<file path="config.mk">
export PLATFORM = sky130hd
export DESIGN_NAME = rmt_top
export DESIGN_NICKNAME = d
export VERILOG_FILES = /design/src/include/rmt_pkg.sv /design/src/verilog/rmt_buf2.sv /design/src/verilog/rmt_top.sv
export SDC_FILE = /design/constraint.sdc
export NUM_CORES = 1
export LEC_CHECK = 0
export ABC_AREA = 1
export ABC_CLOCK_PERIOD_IN_PS = 16700
export BUFFER_PORTS_ARGS = -buffer_cell sky130_fd_sc_hd__buf_2
export CAP_MARGIN = 20
export CORE_ASPECT_RATIO = 0.8
export CORE_MARGIN = 1
export CORE_UTILIZATION = 28
export CTS_CLUSTER_SIZE = 12
export DETAILED_ROUTE_END_ITERATION = 12
export GPL_TIMING_DRIVEN = 0
export PLACE_DENSITY = 0.43
export SETUP_SLACK_MARGIN = 0.3
export SLEW_MARGIN = 20
export SYNTH_ARGS = -nofsm -noshare
export SYNTH_HDL_FRONTEND = slang
export SYNTH_HIERARCHICAL = 1
export SYNTH_SLANG_ARGS = --single-unit
</file>
<file path="constraint.sdc">
create_clock -name sys_clk -period 16.7 [get_ports sys_clk]
set_input_delay 2.505 -clock sys_clk [delete_from_list [all_inputs] [get_ports sys_clk]]
set_output_delay 2.505 -clock sys_clk [all_outputs]
set_load 0.01 [all_outputs]
</file>
<file path="src/include/rmt_pkg.sv">
// shared constants and carrier types of the truncating 12x12 multiplier
package rmt_pkg;
    localparam int OPERAND_W   = 12;
    localparam int PRODUCT_W   = 24;
    localparam int RESULT_W    = 16;
    localparam int RESULT_LSB  = 8;
    localparam int RESULT_MSB  = 23;
    localparam int SIGN_BIT    = 11;
    localparam int WRAP_BIT    = 22;
    localparam int SYNC_STAGES = 2;
    localparam int BUF_DEPTH   = 2;
    localparam logic [1:0] BUF_CNT_EMPTY = 2'h0;
    localparam logic [1:0] BUF_CNT_ONE   = 2'h1;
    localparam logic [1:0] BUF_CNT_FULL  = 2'h2;
    localparam logic [11:0] OPERAND_RST = 12'h000;
    localparam logic [15:0] RESULT_RST  = 16'h0000;

    typedef logic [OPERAND_W-1:0] rmt_operand_t;
    typedef logic [RESULT_W-1:0]  rmt_result_t;
    typedef logic [PRODUCT_W-1:0] rmt_product_t;

    // everything sampled from the pins, synchronised as one group
    typedef struct packed {
        logic         first_operand_clock;
        logic         shared_load_clock;
        logic         signed_select;
        rmt_operand_t first_operand;
        rmt_operand_t second_operand;
    } rmt_pins_t;

    localparam rmt_pins_t PINS_RST = '{1'b0, 1'b0, 1'b0, OPERAND_RST, OPERAND_RST};
endpackage : rmt_pkg

</file>
<file path="src/verilog/rmt_buf2.sv">
// two-entry buffer with valid and ready on both sides
`timescale 1ns/100ps
module rmt_buf2 #(
    parameter int WIDTH = 16
) (
    // clock and reset
    input  wire logic             sys_clk,
    input  wire logic             nrst,
    // filling side
    input  wire logic             in_valid,
    output logic                  in_ready,
    input  wire logic [WIDTH-1:0] in_data,
    // draining side
    output logic                  out_valid,
    input  wire logic             out_ready,
    output logic [WIDTH-1:0]      out_data
);
    logic [1:0]       cnt_r;
    logic [WIDTH-1:0] ent0_r;
    logic [WIDTH-1:0] ent1_r;
    logic             push;
    logic             pop;

    assign in_ready  = (cnt_r != rmt_pkg::BUF_CNT_FULL);
    assign out_valid = (cnt_r != rmt_pkg::BUF_CNT_EMPTY);
    assign out_data  = ent0_r;
    assign push      = in_valid && in_ready;
    assign pop       = out_valid && out_ready;

    always_ff @(posedge sys_clk or negedge nrst)
    begin
        if (!nrst)
            cnt_r <= rmt_pkg::BUF_CNT_EMPTY;
        else if (push && !pop)
            cnt_r <= cnt_r + rmt_pkg::BUF_CNT_ONE;
        else if (pop && !push)
            cnt_r <= cnt_r - rmt_pkg::BUF_CNT_ONE;
    end

    // entry 0 is always the head; entry 1 only holds a second word
    always_ff @(posedge sys_clk or negedge nrst)
    begin
        if (!nrst)
        begin
            ent0_r <= '0;
            ent1_r <= '0;
        end
        else
        begin
            if (pop)
                ent0_r <= (cnt_r == rmt_pkg::BUF_CNT_FULL) ? ent1_r : in_data;
            else if (push && cnt_r == rmt_pkg::BUF_CNT_EMPTY)
                ent0_r <= in_data;
            if (push && (cnt_r == rmt_pkg::BUF_CNT_FULL || (cnt_r == rmt_pkg::BUF_CNT_ONE && !pop)))
                ent1_r <= in_data;
        end
    end
endmodule : rmt_buf2

</file>
<file path="src/verilog/rmt_top.sv">
// truncating 12x12 multiplier with registered operands and three-state result
//
// Overview of operation
// RQ1: two 12-bit operands, each held in its own input register
// RQ2: one format for both operands, signed or unsigned, never mixed
// RQ3: all registers capture only on rising edges of their clock
// RQ4: first operand loads on each rising edge of first_operand_clock
// RQ5: shared_load_clock loads second operand and result register together
// RQ6: result register keeps product bits 23 down to 8 on result_word
// RQ7: lower product bits are dropped with no rounding
// RQ8: result_word drives while drive_enable_n low, released while high, unclocked
// RQ9: operand bit 11 is the MSB and sign; bit 0 the LSB
// RQ10: in signed format the result MSB is the product sign
// RQ11: multiplication is pure combinational logic between the registers
// RQ12: format select is registered with the operands and governs the array
// RQ13: driving logic keeps a constant by not clocking its register again
// RQ14: driving logic should keep constants in the first operand register
// RQ15: each shared edge captures second operand, format and array result together
// RQ16: squaring signed full-scale negative gives the wrapped negative result
// RQ17: result uses operands registered before the edge, one load of latency
// RQ18: no functional reset of data; result holds between shared edges; here nrst clears the operand, format and result registers to zero
`timescale 1ns/100ps
module rmt_top (
    // clock and reset
    input  wire logic                  sys_clk,
    input  wire logic                  nrst,
    // operand pins
    input  wire logic                  first_operand_clock,
    input  wire logic                  shared_load_clock,
    input  wire logic                  signed_select,
    input  wire rmt_pkg::rmt_operand_t first_operand,
    input  wire rmt_pkg::rmt_operand_t second_operand,
    // three-state result port
    input  wire logic                  drive_enable_n,
    output rmt_pkg::rmt_result_t       result_word_o,
    output logic                       result_word_oe,
    // result stream
    output logic                       result_valid,
    input  wire logic                  result_ready,
    output rmt_pkg::rmt_result_t       result_data,
    output logic                       result_space
);
    rmt_pkg::rmt_pins_t    pins_in;
    rmt_pkg::rmt_pins_t    sync_q [rmt_pkg::SYNC_STAGES];
    rmt_pkg::rmt_pins_t    pins_s;
    logic                  first_clk_prev_r;
    logic                  shared_clk_prev_r;
    logic                  first_en;
    logic                  shared_en;
    rmt_pkg::rmt_operand_t first_r;
    rmt_pkg::rmt_operand_t second_r;
    logic                  signed_r;
    rmt_pkg::rmt_product_t product;
    rmt_pkg::rmt_result_t  result_nxt;
    rmt_pkg::rmt_result_t  result_r;

    assign pins_in = '{first_operand_clock, shared_load_clock, signed_select, first_operand, second_operand};

    // two-flop synchroniser; only the last stage is read by logic
    always_ff @(posedge sys_clk or negedge nrst)
    begin
        if (!nrst)
        begin
            for (int i = 0; i < rmt_pkg::SYNC_STAGES; i++)
                sync_q[i] <= rmt_pkg::PINS_RST;
        end
        else
        begin
            sync_q[0] <= pins_in;
            for (int i = 1; i < rmt_pkg::SYNC_STAGES; i++)
                sync_q[i] <= sync_q[i-1];
        end
    end

    assign pins_s = sync_q[rmt_pkg::SYNC_STAGES-1];

    // rising-edge detection turns each pin clock into a one-cycle enable
    always_ff @(posedge sys_clk or negedge nrst)
    begin
        if (!nrst)
        begin
            first_clk_prev_r  <= 1'b0;
            shared_clk_prev_r <= 1'b0;
        end
        else
        begin
            first_clk_prev_r  <= pins_s.first_operand_clock;
            shared_clk_prev_r <= pins_s.shared_load_clock;
        end
    end

    assign first_en  = pins_s.first_operand_clock && !first_clk_prev_r; // RQ3
    assign shared_en = pins_s.shared_load_clock && !shared_clk_prev_r; // RQ3

    // first operand register, own clock
    always_ff @(posedge sys_clk or negedge nrst)
    begin
        if (!nrst)
            first_r <= rmt_pkg::OPERAND_RST;
        else if (first_en)
            first_r <= pins_s.first_operand; // RQ1 RQ4
    end

    // second operand and format register, shared clock
    always_ff @(posedge sys_clk or negedge nrst)
    begin
        if (!nrst)
        begin
            second_r <= rmt_pkg::OPERAND_RST;
            signed_r <= 1'b0;
        end
        else if (shared_en)
        begin
            second_r <= pins_s.second_operand; // RQ1 RQ5 RQ15
            signed_r <= pins_s.signed_select; // RQ12 RQ15
        end
    end

    // combinational array over the registered operands and format
    always_comb
    begin
        if (signed_r) // RQ2 RQ12
        begin
            // sign-extend both operands to the product width so the low bits come out exact
            product = {{rmt_pkg::OPERAND_W{first_r[rmt_pkg::SIGN_BIT]}}, first_r}
                    * {{rmt_pkg::OPERAND_W{second_r[rmt_pkg::SIGN_BIT]}}, second_r}; // RQ9 RQ11
            // only 23 significant bits: full-scale negative squared wraps
            product[rmt_pkg::RESULT_MSB] = product[rmt_pkg::WRAP_BIT]; // RQ10 RQ16
        end
        else
        begin
            product = {{rmt_pkg::OPERAND_W{1'b0}}, first_r}
                    * {{rmt_pkg::OPERAND_W{1'b0}}, second_r}; // RQ2 RQ11
        end
    end

    assign result_nxt = product[rmt_pkg::RESULT_MSB:rmt_pkg::RESULT_LSB]; // RQ6 RQ7

    // result register loads on the same enable as the second operand
    always_ff @(posedge sys_clk or negedge nrst)
    begin
        if (!nrst)
            result_r <= rmt_pkg::RESULT_RST;
        else if (shared_en)
            result_r <= result_nxt; // RQ5 RQ15 RQ17 RQ18
    end

    assign result_word_o  = result_r; // RQ6
    assign result_word_oe = !drive_enable_n; // RQ8

    // each shared load also offers the new word to the stream buffer
    rmt_buf2 #(
        .WIDTH (rmt_pkg::RESULT_W)
    ) u_buf (
        .sys_clk   (sys_clk),
        .nrst      (nrst),
        .in_valid  (shared_en),
        .in_ready  (result_space),
        .in_data   (result_nxt),
        .out_valid (result_valid),
        .out_ready (result_ready),
        .out_data  (result_data)
    );
endmodule : rmt_top

</file>
==> run_results.csv <==
group,metric,value,unit
outcome,status,"complete, no violations",
global_route,grt_start_max_net_pins,90,
setup_path,critical_register_to_register_path_startpoint,"second_r[3]",
setup_path,cp.required,17.03,ns
sta,setup_violations,0,
setup_path,critical_path.cell_chain,"clkbuf_1 -> nand2_1 -> fa_1 -> inv_1 -> fa_1 -> inv_1 -> fa_1 -> fa_1 -> inv_1 -> fa_1 -> ha_1 -> nand2_1 -> nor2_1 -> and2_1 -> nand4_1 -> nand3_1 -> nand3_1 -> nand3_2 -> nand2_2 -> inv_1 -> nand2_1 -> nand3_1 -> nand2_1",
clock_tree,h-tree-depth,4,
setup_path,worst_setup_path_start_kind,"flop",
sta,setup_repair_after_global_routing_missed_its_margin,"no",
setup_path,critical_path.endpoint_type,"flop",
yosys,synth_adder_area_share,37.22,%
global_route,number_of_global_route_vias_before_repair,11074,
min_path,holdPathEnd,"pins_s[20]",
placed_design,place_hpwl,31520,µm
final_layout,insertedDiodeCount,0,
setup_path,critPathMaxFanout,10,
yosys,synth_compound_area_share,3.557,%
sta,fmaxAchievable,157.2,MHz
die,die_w,247.3,µm
setup_path,worst-r2r-setup-slack,10.34,ns
yosys,synth-xor-area-share,0.7150,%
final_layout,post_route_cells_drive_above_1_share,8.208,%
placed_design,buffer_ports.inserted,65,
clock_tree,worst_skew_pair.late_latency,0.44,ns
yosys,yosys.area_share.simple,19.85,%
setup_path,timing.rr.end,"u_buf/out_data[15]",
min_path,holdCritPathClass,"reg -> reg",
global_route,antenna_found_initial,0,
yosys,yosysWarnings,6,
yosys,synth_fp_nets,1948,
setup_path,worst_path_largest_cell_delay,0.67,ns
min_path,min_delay_path_depth,0,
setup_path,cp_data_arrival_time,6.69,ns
sta,fin_worst_skew,0.01505,ns
clock_tree,clock_sink_total,131,
die,fp.coreArea,47260,µm²
clock_tree,clockBufferDepth,2,
setup_path,worst_r2r_path_depth,23,
clock_tree,cts-resized-gates,0,
min_path,hp-start,"sync_q[47]",
clock_tree,cts_hold_buf,0,
yosys,dominant_combinational_cell_family_by_area_after_synthesis,"adder cells",
detailed_routing,wl_per_cell,15.75,µm
sta,slew_of_the_pin_with_the_lowest_slew_margin,0.9044,ns
yosys,postSynthRegisterBits,131,
placed_design,dp_slack,10.40,ns
clock_tree,clock_tree.root_cell,"clkbuf_16",
yosys,synth_top_flop_cell,"dfrtp_1",
sta,layout_setup_ws,10.34,ns
clock_tree,numCtsBuffers,17,
global_route,grt_overflow_total,0,
die,ioPinCount,66,
sta,maxSlewHeadroom,39.49,%
setup_path,critical-path-top-cell-by-count,"fa_1",
sta,slew_viol_final,0,
detailed_routing,drtPass1Iterations,5,
global_route,gr-usage-all-layers,16.48,%
detailed_routing,drt.antenna.violating_nets,0,
run,drv.max_cap_violation_count,0,
die,die_h,198.2,µm
detailed_routing,dr_total_vias,10277,
yosys,syn-cell-area,13470,µm²
final_layout,nets,2033,
yosys,synth-edff-count,0,
yosys,postSynth.asyncResetShare,100.0,%
final_layout,fin_util,32.28,%
detailed_routing,routed_via_density,4.373,
yosys,synth.mux.area_fraction,0.9193,%
die,floorplan.die_area,49010,µm²
yosys,number_of_instances_in_the_synthesized_netlist,1632,
detailed_routing,drt_iter0_drc,620,
die,rows,71,
clock_tree,postCtsSetupBuffers,0,
clock_tree,path_clk_slew,0.07,ns
detailed_routing,detail_route.drc_violations,0,
sta,period_minus_slack,6.362,ns
setup_path,crit_type,"reg -> reg",
yosys,postSynthAreaPerCell,8.256,µm²
placed_design,final_weighted_congestion_of_routability_driven_global_placement,0.8403,
detailed_routing,drt_wl_total,37010,µm
final_layout,fillers,5123,
yosys,ys_types,39,
global_route,grt_first_pass_wirelength,61070,µm
setup_path,slowest_stage,"fa_1",
sta,min_period_over_period,38.09,%
die,start_util,28.51,%
yosys,seq_area_frac_synth,24.33,%
sta,setup_tns,0,ns
final_layout,layout-area-overhead-vs-synth,13.21,%
sta,final_hold_viol_count,0,
clock_tree,cts_tree,"done",
state kept, by name, summed over array words and instances, names as in the netlist:
| register | cells |
|---|---|
| sync_q | 27 |
| signed_r | 1 |
| first_clk_prev_r | 1 |
| result_word_o | 16 |
| u_buf/cnt_r | 2 |
| u_buf/ent1_r | 16 |
| u_buf/out_data | 16 |
| first_r | 12 |
| shared_clk_prev_r | 1 |
| second_r | 12 |
| pins_s | 27 |
critical path: cells and delay by family (launching register included):
family / cells / cell delay [ns]
adders and majority gates: 6 / 3.14
buffers and inverters: 5 / 0.88
and+or+nand+nor: 12 / 1.63
DFF: 1 / 0.58
layout make-up:
| class | count | area, µm² | area share [%] |
|---|---|---|---|
| buffer | 43 | 198.9 | 1.304 |
| clock inverter | 12 | 205.2 | 1.345 |
| inverter | 427 | 1608 | 10.54 |
| tap | 620 | 775.7 | 5.085 |
| multi-input combinational | 1031 | 8389 | 55.00 |
| clock buffer | 20 | 436.7 | 2.863 |
| timing repair buffer | 66 | 362.8 | 2.379 |
| sequential | 131 | 3278 | 21.49 |
metrics by stage:
| step | hold slack, ns | area, µm² | cells |
|---|---|---|---|
| floorplan | 0.3312 | 13470 | 1632 |
| detailed placement | 0.3347 | 14610 | 2318 |
| global route | 0.3467 | 15250 | 2350 |
| finish | 0.3431 | 15250 | 2350 |
| global placement | 0.3315 | 14580 | 2317 |
| CTS | 0.3454 | 15250 | 2350 |
layout by cell type, fill, tap and decap left out, types with 5 or more instances in the layout:
| cell type | instances |
|---|---|
| a21oi_1 | 45 |
| and2_1 | 6 |
| buf_2 | 70 |
| bufinv_16 | 5 |
| clkbuf_1 | 34 |
| clkbuf_16 | 17 |
| dfrtp_1 | 131 |
| fa_1 | 193 |
| ha_1 | 92 |
| inv_1 | 422 |
| mux2_2 | 11 |
| nand2_1 | 431 |
| nand2_2 | 12 |
| nand3_1 | 105 |
| nand4_1 | 7 |
| nor2_1 | 51 |
| nor3_1 | 8 |
| o21ai_0 | 23 |
| o21bai_1 | 6 |
| xnor2_1 | 7 |
cell usage after synthesis, types with 7 or more instances:
cell type,number,area [µm²]
nand2_1,431,1618
mux2_2,11,123.9
nor2_1,51,191.4
inv_1,422,1584
a21oi_1,45,225.2
nand4_1,7,43.79
xnor2_1,7,61.31
nand2_2,12,75.07
dfrtp_1,131,3278
ha_1,92,1151
fa_1,193,3864
o21ai_0,23,115.1
nor3_1,8,40.04
nand3_1,105,525.5
clkbuf_1,31,116.4
metal layers:
| metal | GRT usage (%) | wire length [µm] | vias to the layer above |
|---|---|---|---|
| li1 | - | - | 4967 |
| met1 | 24.50 | 19070 | 5125 |
| met2 | 25.41 | 16140 | 166 |
| met3 | 2.209 | 1438 | 19 |
| met4 | 3.317 | 358 | 0 |
| met5 | 0 | 0 | - |
worst max-delay path by stage:
stage,to,startpoint
6_report,u_buf/out_data[15],second_r[3]
5_1_grt,u_buf/out_data[15],second_r[3]
4_1_cts,u_buf/out_data[15],second_r[3]
3_5_place_dp,u_buf/out_data[15],second_r[3]
3_3_place_gp,u_buf/out_data[15],second_r[3]
2_1_floorplan,u_buf/out_data[10],second_r[11]
cells by family (layout without fill, tap and decap cells):
| kind of cell | after synthesis | in the layout |
|---|---|---|
| AOI/OAI and AO/OA | 88 | 88 |
| muxes | 11 | 11 |
| and+or+nand+nor | 636 | 636 |
| xor gates and xnor gates | 11 | 11 |
| buffers and inverters | 470 | 568 |
| DFF | 131 | 131 |
| adders and majority gates | 285 | 285 |
Power is left out: the tool's default activity adds up to more than one toggle a clock period on the data nets, which glitch-free logic cannot reach.
